--- src/adcseq_pkg.sv ---
// Purpose: shared constants and types of the conversion sequencer
// Assumes: 32-bit APB register window, byte addresses
// Notes:   every offset, field position and control field reset value lives here once
package adcseq_pkg;
   // register byte offsets
   localparam logic [7:0] ADCSEQ_CTRL_OFF  = 8'h00;
   localparam logic [7:0] ADCSEQ_STAT_OFF  = 8'h04;
   localparam logic [7:0] ADCSEQ_RES_BASE  = 8'h20;
   localparam logic [7:0] ADCSEQ_RES_END   = 8'h3C;
   // conversion_control_reg fields
   localparam int ADCSEQ_CHAN_LSB   = 0;
   localparam int ADCSEQ_EIGHT_BIT  = 4;
   localparam int ADCSEQ_MULTI_BIT  = 5;
   localparam int ADCSEQ_REPEAT_BIT = 6;
   localparam logic [3:0] ADCSEQ_CHAN_RST = 4'h0;
   localparam logic [2:0] ADCSEQ_MODE_RST = 3'h0;
   // converter_status_reg fields
   localparam int ADCSEQ_STAT_DONE_LSB = 0;
   localparam int ADCSEQ_STAT_SEQ_BIT  = 8;
   localparam int ADCSEQ_STAT_BUSY_BIT = 9;
   localparam int ADCSEQ_STAT_SLOT_LSB = 12;
   localparam int ADCSEQ_STAT_CHAN_LSB = 16;
   // mode word bit positions: {repeat, multi, eight}
   localparam int ADCSEQ_MODE_EIGHT  = 0;
   localparam int ADCSEQ_MODE_MULTI  = 1;
   localparam int ADCSEQ_MODE_REPEAT = 2;
   // sequence lengths
   localparam int ADCSEQ_LEN_SHORT = 4;
   localparam int ADCSEQ_LEN_LONG  = 8;
   typedef enum {ADCSEQ_IDLE, ADCSEQ_START, ADCSEQ_WAIT} adcseq_state_t;
endpackage

--- src/adcseq_top.sv ---
// Purpose: conversion sequence control of a successive-approximation converter
// Assumes: front end drops any conversion in flight when conv_start pulses
// Notes:   APB slave with one wait state on every access
//
// Summary of operation
// channel field picks one of 16 multiplexer inputs for the sequence.
// eight-conversion bit chooses four or eight conversions per sequence.
// repeat bit chooses one sequence then stop, or endless sequences.
// multi-channel bit chooses one channel or a block of consecutive channels.
// mode number is {repeat, multi, eight}, modes 0 to 7.
// mode 0 converts selected channel four times into slots 0 to 3.
// mode 1 converts selected channel eight times into slots 0 to 7.
// mode 2 converts four consecutive channels once into slots 0 to 3.
// mode 3 converts eight consecutive channels once into slots 0 to 7.
// mode 4 repeats four conversions of selected channel into slots 0 to 3.
// mode 5 repeats eight conversions of selected channel into slots 0 to 7.
// mode 6 cycles four consecutive channels, each to its own slot.
// mode 7 cycles eight consecutive channels, each to its own slot.
// repeating sequences overwrite previous results.
// a slot's done flag sets when that slot is written.
// single-pass modes set the sequence flag after the final conversion.
// repeating modes set the sequence flag after the first full sequence.
// codes 0-7 external, 8-11 reserved, 12-15 high, low, midpoint, test.
// multi modes ignore two low channel bits for four, three for eight.
// control write aborts the running sequence and starts a new one.
// abort clears the sequence flag and all slot done flags.
// finished single-pass sequence idles until the next control write.
// after reset flags are clear and nothing converts until a control write.
`timescale 1ns/100ps
module adcseq_top #(
   parameter int NUM_SLOTS = 8,
   parameter int RES_W     = 10
) (
   input  wire logic             pclk,
   input  wire logic             presetn,
   input  wire logic             psel,
   input  wire logic             penable,
   input  wire logic             pwrite,
   input  wire logic [7:0]       paddr,
   input  wire logic [31:0]      pwdata,
   output logic      [31:0]      prdata,
   output logic                  pready,
   output logic                  pslverr,
   output logic                  conv_start,
   output logic      [3:0]       conv_channel,
   input  wire logic             conv_done,
   input  wire logic [RES_W-1:0] conv_result,
   output logic      [7:0]       conversion_done_flags,
   output logic                  sequence_done_flag
);
   generate
      if (NUM_SLOTS != adcseq_pkg::ADCSEQ_LEN_LONG || RES_W < 8 || RES_W > 16)
      begin : g_bad_param
         $error("adcseq_top: NUM_SLOTS must be 8 and RES_W 8 to 16");
      end
   endgenerate

   adcseq_pkg::adcseq_state_t state_q, state_d;
   logic [3:0]       chan_q, chan_d;
   logic [2:0]       mode_q, mode_d;
   logic [2:0]       slot_q, slot_d;
   logic [7:0]       done_q, done_d;
   logic             seq_q, seq_d;
   logic             start_q, start_d;
   logic [3:0]       cch_q, cch_d;
   logic             rdy_q, rdy_d;
   logic             err_q, err_d;
   logic [31:0]      rdata_q, rdata_d;
   logic [3:0]       map_chan;
   logic [RES_W-1:0] bank_rd;
   logic             acc, ctrl_wr, res_hit, last_slot, res_wr;

   assign acc       = psel && penable && rdy_q;
   assign ctrl_wr   = acc && pwrite && (paddr == adcseq_pkg::ADCSEQ_CTRL_OFF);
   assign res_hit   = (paddr >= adcseq_pkg::ADCSEQ_RES_BASE)
                   && (paddr <= adcseq_pkg::ADCSEQ_RES_END) && (paddr[1:0] == 2'h0);
   assign last_slot = mode_q[adcseq_pkg::ADCSEQ_MODE_EIGHT]
                    ? (slot_q == 3'(adcseq_pkg::ADCSEQ_LEN_LONG - 1))
                    : (slot_q == 3'(adcseq_pkg::ADCSEQ_LEN_SHORT - 1));
   // a done arriving alongside a control write belongs to the aborted run
   assign res_wr    = (state_q == adcseq_pkg::ADCSEQ_WAIT) && conv_done && !ctrl_wr;

   adcseq_chan_map u_map (
      .base_chan (chan_q),
      .multi     (mode_q[adcseq_pkg::ADCSEQ_MODE_MULTI]),
      .eight     (mode_q[adcseq_pkg::ADCSEQ_MODE_EIGHT]),
      .slot      (slot_q),
      .chan      (map_chan)
   );

   adcseq_result_bank #(
      .SLOTS (NUM_SLOTS),
      .WIDTH (RES_W)
   ) u_bank (
      .clk     (pclk),
      .rst_n   (presetn),
      .wr_en   (res_wr),
      .wr_idx  (slot_q),
      .wr_data (conv_result),
      .rd_idx  (paddr[4:2]),
      .rd_data (bank_rd)
   );

   // sequencer
   always_comb
   begin
      state_d = state_q;
      chan_d  = chan_q;
      mode_d  = mode_q;
      slot_d  = slot_q;
      done_d  = done_q;
      seq_d   = seq_q;
      start_d = 1'b0;
      cch_d   = cch_q;
      case (state_q)
         adcseq_pkg::ADCSEQ_IDLE:
            state_d = adcseq_pkg::ADCSEQ_IDLE;
         adcseq_pkg::ADCSEQ_START:
         begin
            start_d = 1'b1;
            cch_d   = map_chan;
            state_d = adcseq_pkg::ADCSEQ_WAIT;
         end
         adcseq_pkg::ADCSEQ_WAIT:
         begin
            if (conv_done)
            begin
               done_d[slot_q] = 1'b1;
               if (last_slot)
               begin
                  seq_d  = 1'b1;
                  slot_d = 3'h0;
                  if (mode_q[adcseq_pkg::ADCSEQ_MODE_REPEAT])
                     state_d = adcseq_pkg::ADCSEQ_START;
                  else
                     state_d = adcseq_pkg::ADCSEQ_IDLE;
               end
               else
               begin
                  slot_d  = slot_q + 3'h1;
                  state_d = adcseq_pkg::ADCSEQ_START;
               end
            end
         end
         default:
            state_d = adcseq_pkg::ADCSEQ_IDLE;
      endcase
      if (ctrl_wr)
      begin
         chan_d  = pwdata[adcseq_pkg::ADCSEQ_CHAN_LSB +: 4];
         mode_d  = {pwdata[adcseq_pkg::ADCSEQ_REPEAT_BIT],
                    pwdata[adcseq_pkg::ADCSEQ_MULTI_BIT],
                    pwdata[adcseq_pkg::ADCSEQ_EIGHT_BIT]};
         slot_d  = 3'h0;
         done_d  = 8'h00;
         seq_d   = 1'b0;
         start_d = 1'b0;
         state_d = adcseq_pkg::ADCSEQ_START;
      end
   end

   always_ff @(posedge pclk or negedge presetn)
   begin
      if (!presetn)
      begin
         state_q <= adcseq_pkg::ADCSEQ_IDLE;
         chan_q  <= adcseq_pkg::ADCSEQ_CHAN_RST;
         mode_q  <= adcseq_pkg::ADCSEQ_MODE_RST;
         slot_q  <= 3'h0;
         done_q  <= 8'h00;
         seq_q   <= 1'b0;
         start_q <= 1'b0;
         cch_q   <= 4'h0;
      end
      else
      begin
         state_q <= state_d;
         chan_q  <= chan_d;
         mode_q  <= mode_d;
         slot_q  <= slot_d;
         done_q  <= done_d;
         seq_q   <= seq_d;
         start_q <= start_d;
         cch_q   <= cch_d;
      end
   end

   // APB slave; ready from a flop costs one wait state but keeps outputs clean
   always_comb
   begin
      rdy_d   = psel && penable && !rdy_q;
      err_d   = 1'b0;
      rdata_d = rdata_q;
      if (psel && penable && !rdy_q)
      begin
         rdata_d = 32'h0000_0000;
         if (paddr == adcseq_pkg::ADCSEQ_CTRL_OFF)
         begin
            rdata_d[adcseq_pkg::ADCSEQ_CHAN_LSB +: 4]   = chan_q;
            rdata_d[adcseq_pkg::ADCSEQ_EIGHT_BIT]       = mode_q[adcseq_pkg::ADCSEQ_MODE_EIGHT];
            rdata_d[adcseq_pkg::ADCSEQ_MULTI_BIT]       = mode_q[adcseq_pkg::ADCSEQ_MODE_MULTI];
            rdata_d[adcseq_pkg::ADCSEQ_REPEAT_BIT]      = mode_q[adcseq_pkg::ADCSEQ_MODE_REPEAT];
         end
         else if ((paddr == adcseq_pkg::ADCSEQ_STAT_OFF) && !pwrite)
         begin
            rdata_d[adcseq_pkg::ADCSEQ_STAT_DONE_LSB +: 8] = done_q;
            rdata_d[adcseq_pkg::ADCSEQ_STAT_SEQ_BIT]       = seq_q;
            rdata_d[adcseq_pkg::ADCSEQ_STAT_BUSY_BIT]      =
               (state_q != adcseq_pkg::ADCSEQ_IDLE);
            rdata_d[adcseq_pkg::ADCSEQ_STAT_SLOT_LSB +: 3] = slot_q;
            rdata_d[adcseq_pkg::ADCSEQ_STAT_CHAN_LSB +: 4] = cch_q;
         end
         else if (res_hit && !pwrite)
            rdata_d[RES_W-1:0] = bank_rd;
         else
            err_d = 1'b1;   // status and slot writes land here as well
      end
   end

   always_ff @(posedge pclk or negedge presetn)
   begin
      if (!presetn)
      begin
         rdy_q   <= 1'b0;
         err_q   <= 1'b0;
         rdata_q <= 32'h0000_0000;
      end
      else
      begin
         rdy_q   <= rdy_d;
         err_q   <= err_d;
         rdata_q <= rdata_d;
      end
   end

   assign prdata                = rdata_q;
   assign pready                = rdy_q;
   assign pslverr               = err_q;
   assign conv_start            = start_q;
   assign conv_channel          = cch_q;
   assign conversion_done_flags = done_q;
   assign sequence_done_flag    = seq_q;
endmodule

--- src/adcseq_chan_map.sv ---
// Purpose: input channel for one conversion of a sequence
// Assumes: 4-bit channel code, slot index counts from zero
// Notes:   purely combinational
`timescale 1ns/100ps
module adcseq_chan_map (
   input  wire logic [3:0] base_chan,
   input  wire logic       multi,
   input  wire logic       eight,
   input  wire logic [2:0] slot,
   output logic      [3:0] chan
);
   always_comb
   begin
      if (!multi)
         chan = base_chan;
      else if (eight)
         chan = {base_chan[3], slot};
      else
         chan = {base_chan[3:2], slot[1:0]};
   end
endmodule

--- src/adcseq_result_bank.sv ---
// Purpose: result slot storage with one write and one read port
// Assumes: write index always below SLOTS
// Notes:   a new result simply overwrites the slot
`timescale 1ns/100ps
module adcseq_result_bank #(
   parameter int SLOTS = 8,
   parameter int WIDTH = 10
) (
   input  wire logic                     clk,
   input  wire logic                     rst_n,
   input  wire logic                     wr_en,
   input  wire logic [$clog2(SLOTS)-1:0] wr_idx,
   input  wire logic [WIDTH-1:0]         wr_data,
   input  wire logic [$clog2(SLOTS)-1:0] rd_idx,
   output logic      [WIDTH-1:0]         rd_data
);
   logic [WIDTH-1:0] slot_q [SLOTS];
   logic [WIDTH-1:0] slot_d [SLOTS];

   genvar i;
   generate
      for (i = 0; i < SLOTS; i++)
      begin : g_slot
         always_comb
         begin
            slot_d[i] = slot_q[i];
            if (wr_en && (int'(wr_idx) == i))
               slot_d[i] = wr_data;
         end
         always_ff @(posedge clk or negedge rst_n)
         begin
            if (!rst_n)
               slot_q[i] <= '0;
            else
               slot_q[i] <= slot_d[i];
         end
      end
   endgenerate

   assign rd_data = slot_q[rd_idx];
endmodule

--- config.mk ---
export PLATFORM = sky130hd
export DESIGN_NAME = adcseq_top
export DESIGN_NICKNAME = d
export VERILOG_FILES = /design/src/adcseq_pkg.sv /design/src/adcseq_top.sv /design/src/adcseq_chan_map.sv /design/src/adcseq_result_bank.sv
export SDC_FILE = /design/constraint.sdc
export NUM_CORES = 1
export LEC_CHECK = 0
export BUFFER_PORTS_ARGS = -buffer_cell sky130_fd_sc_hd__buf_4
export CAP_MARGIN = 0
export CELL_PAD_IN_SITES_DETAIL_PLACEMENT = 1
export CELL_PAD_IN_SITES_GLOBAL_PLACEMENT = 1
export CORE_MARGIN = 10
export CORE_UTILIZATION = 40
export DETAILED_ROUTE_END_ITERATION = 8
export GPL_TIMING_DRIVEN = 0
export PLACE_DENSITY_LB_ADDON = 0.1
export SLEW_MARGIN = 20
export SYNTH_ARGS = -nofsm -noshare
export SYNTH_HDL_FRONTEND = slang
export SYNTH_SLANG_ARGS = --single-unit
--- constraint.sdc ---
create_clock -name pclk -period 2.8 [get_ports pclk]
set_input_delay 0.42 -clock pclk [delete_from_list [all_inputs] [get_ports pclk]]
set_output_delay 0.42 -clock pclk [all_outputs]
set_load 0.005 [all_outputs]
==> summary.txt, run 1 <==
Die
  • Chip height: 142 um
  • Die area: 20,000 um2
  • Chip width: 142 um
  • Core Area: 14,500 um2
  • Initial core utilization: 40.8%
  • Row count: 44
  • IO Pins: 104

Yosys
  • Most frequent cells after synthesis: 125 x dfrtp_1, 81 x mux2_2, 35 x mux2i_1
  • Primary FF master, synth: dfrtp_1
  • Top cells by area, synth: dfrtp_1 53%, mux2_2 15%, mux2i_1 5.9%
  • EDFF count, synth: 0
  • Area of the mapped netlist: 5910 um2
  • FF+latch count, synth: 125
  • Cell taking the most area after synthesis: dfrtp_1
  • Post-synthesis sequential area ratio: 52.9%
  • Cells after Synth: 465
  • Yosys cell types: 47
  • Syn_area_per_cell: 12.7 um2
  • Synth top area share: 52.9%
  • Most repeated cell in the gate-level netlist after synthesis: dfrtp_1
  • Async set-or-reset flop fraction in the synthesized netlist: 100%
  • YS warnings: 0

STA
  • Worst Skew: 4.38 ps
  • Setup TNS: 0 ps
  • Final Hold Fails: 0
  • Worst-margin pin slew: 842 ps
  • Slew Viols, Final: 0
  • Final hold slack: 200 ps
  • Final WS setup: 474 ps
  • Min Tclk post-route: 2330 ps
  • Worst rel slew slack: 43.8%
  • Final period utilization: 83.1%
  • RSZ-0062 raised after global routing: false
  • Final setup fails: 0
  • Fmax: 430 MHz

CTS
  • CTS tree: done
  • Cts repair resizes: 0
  • Worst-skew pair later-pin latency: 410 ps
  • Clock transition at path regs: 60 ps
  • Root Buffer: clkbuf_16
  • Cts bufs inserted: 17
  • CTS Sinks: 125
  • Clock Tree Buf Depth: 2
  • H-tree levels: 4

Critical path
  • Critical Path RT: 3100 ps
  • Crit path max fanout: 10
  • Startpoint types: flip-flop
  • CP Data Arrival Time: 2620 ps
  • Crit. End Element: flip-flop
  • Critical path class: reg2reg
  • R2r setup slk: 470 ps

Layout
  • Final core utilization: 50.3%
  • Layout cells sized above 1: 38.5%
  • Area grow syn2layout: 23.3%
  • Antenna Cells: 0
  • Final Cell Area: 7280 um2
  • Final cell count without fillers: 758
  • Area of the multi-input gates: 2590 um2
  • Sequential cell area: 3130 um2
  • Final nets: 626
  • # fillers: 1,540

Placed design
  • Placed inst area: 6680 um2
  • Post-Place Worst Slack: 369 ps
  • PortBufs: 61
  • HPWL after DPL: 11,300 um
  • Inst Count DP: 725
  • Routability-driven placement congestion ratio: 0.847

Power and ir drop
  • Total power: 4.28 mW
  • Leakage power: 3.62 nW
  • Pwr dens: 588 nW/um2
  • Power share of the clock group: 51.3%
  • Seq pwr share: 42.9%
  • Peak VDD IR: 363 uV
  • Sw Pwr: 938 uW
  • Int Pwr: 3.34 mW
  • Switching share of power: 21.9%
  • Logic pwr share: 5.8%

Routing
  • Initial DRC count: 244
  • Initial DRT Pass Iterations: 4
  • Number of vias per cell: 5.32
  • Post-route ant nets: 0
  • Residual DRC: 0
  • Drt wl/cell: 21.1 um
  • WL final: 16,000 um
  • Via count: 4,029

GRT
  • First-pass GRT wire length: 25,200 um
  • Pin count of the biggest net entering global routing: 72
  • GRT Overall Usage: 16.1%
  • GRT Residual Overflow: 0
  • Antenna violations before repair: 0
  • Number of global-route vias before repair: 4,403

Worst hold path
  • Min-delay worst type: in2reg

Outcome
  • Status: completed

Run
  • Max-cap violation count: 0
==> final cells by class <==
| type | instances | area share (%) |
|---|---|---|
| sequential | 125 | 43.0 |
| multi-input combinational | 313 | 35.6 |
| timing repair buffer | 63 | 6.86 |
| clock buffer | 20 | 6.13 |
| tap | 184 | 3.16 |
| buffer | 33 | 2.85 |
| clock inverter | 12 | 1.99 |
| inverter | 8 | 0.412 |
==> cell families after synthesis <==
kind of cell | Yosys count | synth area share [%]
muxes | 122 | 23.7
xor gates and xnor gates | 1 | 0.148
adders and majority gates | 9 | 1.91
and+or+nand+nor | 99 | 10.1
buffers and inverters | 41 | 4.02
DFF | 125 | 52.9
other | 1 | 0.0635
AOI/OAI and AO/OA | 67 | 7.14
==> what timing repair did <==
item,in CTS,in global routing
setup buffers,0,0
hold endpoints to repair,54,0
hold buffers,1,0
==> worst paths after layout <==
kind                       startpoint                  endpoint  depth (start not counted)
max                        state_q[0]         u_bank.slot_q[78]                          6
min                         pwdata[2]                 chan_q[2]                          3
max reg2reg                state_q[0]         u_bank.slot_q[78]                          6
min reg2reg                prdata[14]                prdata[14]                          2
max in group asynchronous     presetn         u_bank.slot_q[27]                          3
min in group asynchronous     presetn  conversion_done_flags[3]                          2
==> routing by layer <==
| metal | wire length (um) | vias to the layer above | global-route usage [%] |
|---|---|---|---|
| met2 | 8150 | 83 | 27.5 |
| met3 | 648 | 18 | 3.74 |
| li1 | - | 1856 | - |
| met5 | 0 | - | 0 |
| met1 | 6970 | 2072 | 19.6 |
| met4 | 249 | 0 | 5.65 |
==> power by group through the flow <==
stage | sequential (mW) | combinational, mW | clock, mW
after floorplan | 1.87 | 0.100 | 0
after global placement | 1.87 | 0.241 | 0
after detailed placement | 1.87 | 0.251 | 0
after CTS | 1.84 | 0.253 | 2.23
after global routing | 1.84 | 0.276 | 2.35
final | 1.84 | 0.249 | 2.20
==> sequential cells by signal, summed over array words and instances (netlist names) <==
name,cells
pslverr,1
u_bank.slot_q,80
sequence_done_flag,1
slot_q,3
mode_q,3
state_q,2
pready,1
prdata,17
chan_q,4
conversion_done_flags,8
conv_channel,4
conv_start,1
==> layout by cell type, fill, tap and decap left out, types with 2 or more instances in the layout <==
cell	netlist	routed
nand2_1	31	31
mux2i_1	35	35
nor2_1	20	20
nand3_2	6	6
conb_1	1	15
and3_1	2	2
a21oi_1	26	26
o21ai_1	3	3
o22ai_1	2	2
clkinv_2	0	5
bufinv_16	0	3
clkbuf_16	0	17
buf_4	18	78
a22o_1	4	4
nand3b_1	2	2
nand3_1	8	8
mux4_2	6	6
ha_1	9	9
o21ai_0	9	9
or4_1	6	6
clkbuf_1	10	12
nand3_4	3	3
buf_6	2	3
and2_1	4	4
nor3_1	3	3
dfrtp_1	125	125
buf_1	2	2
inv_1	7	7
a31oi_1	3	3
or4_4	2	2
a22oi_1	16	16
clkinvlp_4	0	4
nor2b_1	2	2
mux2_2	81	81
==> worst max-delay path, cell delays in order, from the launching register on <==
cell	delay (ps)
dfrtp_1	380
inv_1	100
ha_1	220
nand2_1	220
nor2_2	450
nand3_2	430
mux2_2	410
Power figures use the tool's default switching activity.
==> run 2: changes to the inputs <==
ABC_AREA = 1   (was unset)
CORE_UTILIZATION = 38   (was 40)
clock period = 1.94 ns   (was 2.8 ns; I/O delays follow)
==> run 2 against run 1 <==
Effect of this change:
- flip-flop and latch count is the same
- via count up 42%
- final area increased by 6.7%
- maximum frequency increased by 29%
- worst setup slack got worse by 340 ps
- synthesized cell count rose by 71%
- clock power rose by 48%
- routed wire length is 32% higher
- largest cell class unchanged
==> summary.txt, run 2 <==
Worst hold path
  • Hold depth: 3 (unchanged)
  • Hold endpoint: chan_q[1]
  • Min-delay worst type: in2reg
  • Hold Crit Start: pwdata[1]

Layout
  • Layout cells sized above 1: 19.0% (-20 points)
  • Antenna Cells: 0 (unchanged)
  • Most frequent cells in the layout: 281 x nand2_1, 123 x dfrtp_1, 86 x buf_4
  • Max reg flops: 80 (unchanged)
  • Most common cell after layout, fill and taps aside: nand2_1
  • # fillers: 1,952 (+27%)
  • Biggest register: u_bank.slot_q
  • Area grow syn2layout: 23.8%
  • Final nets: 963 (+54%)

Critical path
  • Most frequent CP cell: nand2_1
  • Worst r2r src: slot_q[1]
  • Crit. End Element: flip-flop
  • Worst path max stage delay: 500 ps (+50 ps)
  • CP Data Arrival Time: 2170 ps (-450 ps)
  • CP Cell Sequence: inv_2, ha_1, nand2_1, nor2_4, buf_4, nand2_1, nand2_1
  • Critical Path RT: 2300 ps (-800 ps)
  • Cells on worst reg2reg path: 7 (+1)
  • Critical path class: reg2reg
  • Crit path max fanout: 10 (unchanged)
  • Crit Reg-Reg Endpoint: u_bank.slot_q[27]
  • R2r setup slk: 140 ps (-340 ps)
  • Startpoint types: flip-flop
  • Slowest CP cell: dfrtp_2

Routing
  • Initial DRC count: 255 (+4.5%)
  • Number of vias per cell: 5.07 (-4.7%)
  • Met1 WL: 9370 um (+35%)
  • Residual DRC: 0 (unchanged)
  • Initial DRT Pass Iterations: 4 (unchanged)
  • WL final: 21,100 um (+32%)
  • Post-route ant nets: 0 (unchanged)
  • Met3 wire length: 987 um (+52%)
  • Via count: 5,710 (+42%)
  • Drt wl/cell: 18.7 um (-11%)
  • Highest routed metal layer: met4
  • WL met2: 10,500 um (+29%)

Power and ir drop
  • Int Pwr: 5.04 mW (+51%)
  • Power share of the clock group: 48.2% (-3.1 points)
  • Peak VDD IR: 613 uV (+69%)
  • Leakage power: 4.06 nW (+12%)
  • Sw Pwr: 1.74 mW (+86%)
  • Pwr dens: 872 nW/um2 (+48%)
  • Logic pwr share: 10.6% (+4.8 points)
  • Switching share of power: 25.7% (+3.8 points)
  • Seq pwr share: 41.3% (-1.6 points)

Yosys
  • Top cells by area, synth: dfrtp_1 50%, nand2_1 17%, inv_1 4.7%
  • Post-synthesis sequential area ratio: 49.9% (-3.1 points)
  • Cell taking the most area after synthesis: dfrtp_1
  • Adder-cell share of the synthesized area: 1.79% (-0.11 points)
  • Most frequent cells after synthesis: 283 x nand2_1, 125 x dfrtp_1, 78 x inv_1
  • Synth Area in XOR/XNOR: 0% (-0.15 points)
  • Largest family of logic cells by synthesized area: simple AND/OR/NAND/NOR gates
  • Multiplexer share of the synthesized area: 0% (-24 points)
  • Async set-or-reset flop fraction in the synthesized netlist: 100% (unchanged)
  • Syn_area_per_cell: 7.88 um2 (-38%)
  • Area of the mapped netlist: 6270 um2 (+6.2%)
  • Primary FF master, synth: dfrtp_1
  • YS warnings: 0 (unchanged)
  • Synth top area share: 49.9% (-3.1 points)
  • Yosys cell types: 35 (-26%)
  • EDFF count, synth: 0 (unchanged)
  • Cells after Synth: 796 (+71%)
  • Most repeated cell in the gate-level netlist after synthesis: nand2_1
  • FF+latch count, synth: 125 (unchanged)
  • Post-synthesis compound-gate area fraction: 11.3% (+4.1 points)
  • Post-Synth Simple-Gate Area: 27.1% (+17 points)

GRT
  • GRT Residual Overflow: 0 (unchanged)
  • Antenna violations before repair: 0 (unchanged)
  • Pin count of the biggest net entering global routing: 66 (-8.3%)
  • GRT Overall Usage: 19.4% (+3.2 points)
  • First-pass GRT wire length: 33,300 um (+32%)
  • Number of global-route vias before repair: 6,142 (+39%)

STA
  • Final hold slack: 102 ps (-97.8 ps)
  • Final Hold Fails: 0 (unchanged)
  • Final period utilization: 93.0% (+10 points)
  • Min Tclk post-route: 1800 ps (-521 ps)
  • Final setup fails: 0 (unchanged)
  • Worst rel slew slack: 56.4% (+13 points)
  • RSZ-0062 raised after global routing: false
  • Worst Skew: 5.94 ps (+1.56 ps)
  • Final WS setup: 135 ps (-339 ps)
  • Worst-margin pin slew: 654 ps (-188 ps)
  • Fmax: 554 MHz (+29%)
  • Slew Viols, Final: 0 (unchanged)

CTS
  • Clock transition at path regs: 60 ps (about the same)
  • Cts bufs inserted: 17 (unchanged)
  • CTS Sinks: 125 (unchanged)
  • CTS tree: done
  • Root Buffer: clkbuf_16
  • H-tree levels: 4 (unchanged)
  • Worst-skew pair later-pin latency: 430 ps (+20 ps)
  • Clock Tree Buf Depth: 2 (unchanged)

Run
  • Max-cap violation count: 0 (unchanged)

Placed design
  • Post-Place Worst Slack: -178 ps (-547 ps)
  • PortBufs: 61 (unchanged)
  • Routability-driven placement congestion ratio: 0.826 (-2.5%)
  • HPWL after DPL: 15,600 um (+38%)

Die
  • Chip width: 149 um (+4.9%)
  • Chip height: 149 um (+4.9%)
  • Initial core utilization: 39.1% (-1.7 points)
  • IO Pins: 104 (unchanged)
  • Core Area: 16,100 um2 (+11%)
  • Row count: 46 (+4.5%)
  • Die area: 22,100 um2 (+10%)

Outcome
  • Status: completed
## run 2: kinds of logic (layout without fill, tap and decap cells)
logic type,Yosys count,count (layout)
DFF,125,125
AOI/OAI and AO/OA,135,135
adders and majority gates,9,9
and+or+nand+nor,394,394
other,1,15
buffers and inverters,132,233
## run 2: critical path, delay by kind of cell (launching register included)
kind                       cells  cell delay [ps]
buffers and inverters          2              400
adders and majority gates      1              190
DFF                            1              500
and+or+nand+nor                4              660
## run 2: final cells by class
class / instances / area [um2] / area share [%]
Multi-Input combinational cell: 553 / 2580 / 33.3
Tap cell: 216 / 270 / 3.48
Sequential cell: 125 / 3130 / 40.3
Clock inverter: 11 / 141 / 1.82
Clock buffer: 21 / 460 / 5.92
Timing Repair Buffer: 69 / 544 / 7.00
Inverter: 84 / 323 / 4.15
Buffer: 48 / 317 / 4.07
## run 2: worst max path at each step
stage | slack (ps) | endpoint | from
6_report | 140 | u_bank.slot_q[27] | slot_q[1]
5_1_grt | 20 | u_bank.slot_q[28] | state_q[0]
3_3_place_gp | -100 | u_bank.slot_q[21] | slot_q[1]
2_1_floorplan | 380 | u_bank.slot_q[40] | slot_q[2]
3_5_place_dp | -180 | u_bank.slot_q[25] | slot_q[1]
4_1_cts | 1 | u_bank.slot_q[49] | slot_q[2]
## run 2: per-stage QoR
step                power, mW  setup TNS [ps]  cell area, um2  util (%)  instances
finish                   6.78               0            7770      48.4       1127
global route             7.05               0            7770      48.4       1127
CTS                      6.81               0            7710      48.0       1121
detailed placement       3.53           -2720            7090      44.1       1088
global placement         3.50           -1110            7060      43.9       1087
floorplan                3.17               0            6330         -        810
## run 2: repair_timing
| item | 4_1_cts | 5_1_grt |
|---|---|---|
| endpoints found under the hold margin | 64 | 0 |
| setup endpoints to repair | 40 | 62 |
| buffers inserted | 0 | 6 |
| hold buffers | 1 | 0 |
| pin swaps | 0 | 1 |
| gates resized for setup | 5 | 11 |
## run 2: routing by layer
metal | track usage (%) | vias up
met5 | 0 | -
met4 | 5.45 | 0
met3 | 4.55 | 28
met2 | 32.4 | 110
met1 | 24.4 | 2868
li1 | - | 2704
## run 2: power groups by stage
| stage | combinational [mW] | clock (mW) | sequential [mW] |
|---|---|---|---|
| floorplan | 0.355 | 0 | 2.81 |
| global placement | 0.663 | 0 | 2.83 |
| detailed placement | 0.694 | 0 | 2.84 |
| CTS | 0.705 | 3.31 | 2.80 |
| global route | 0.801 | 3.43 | 2.81 |
| finish | 0.717 | 3.26 | 2.80 |
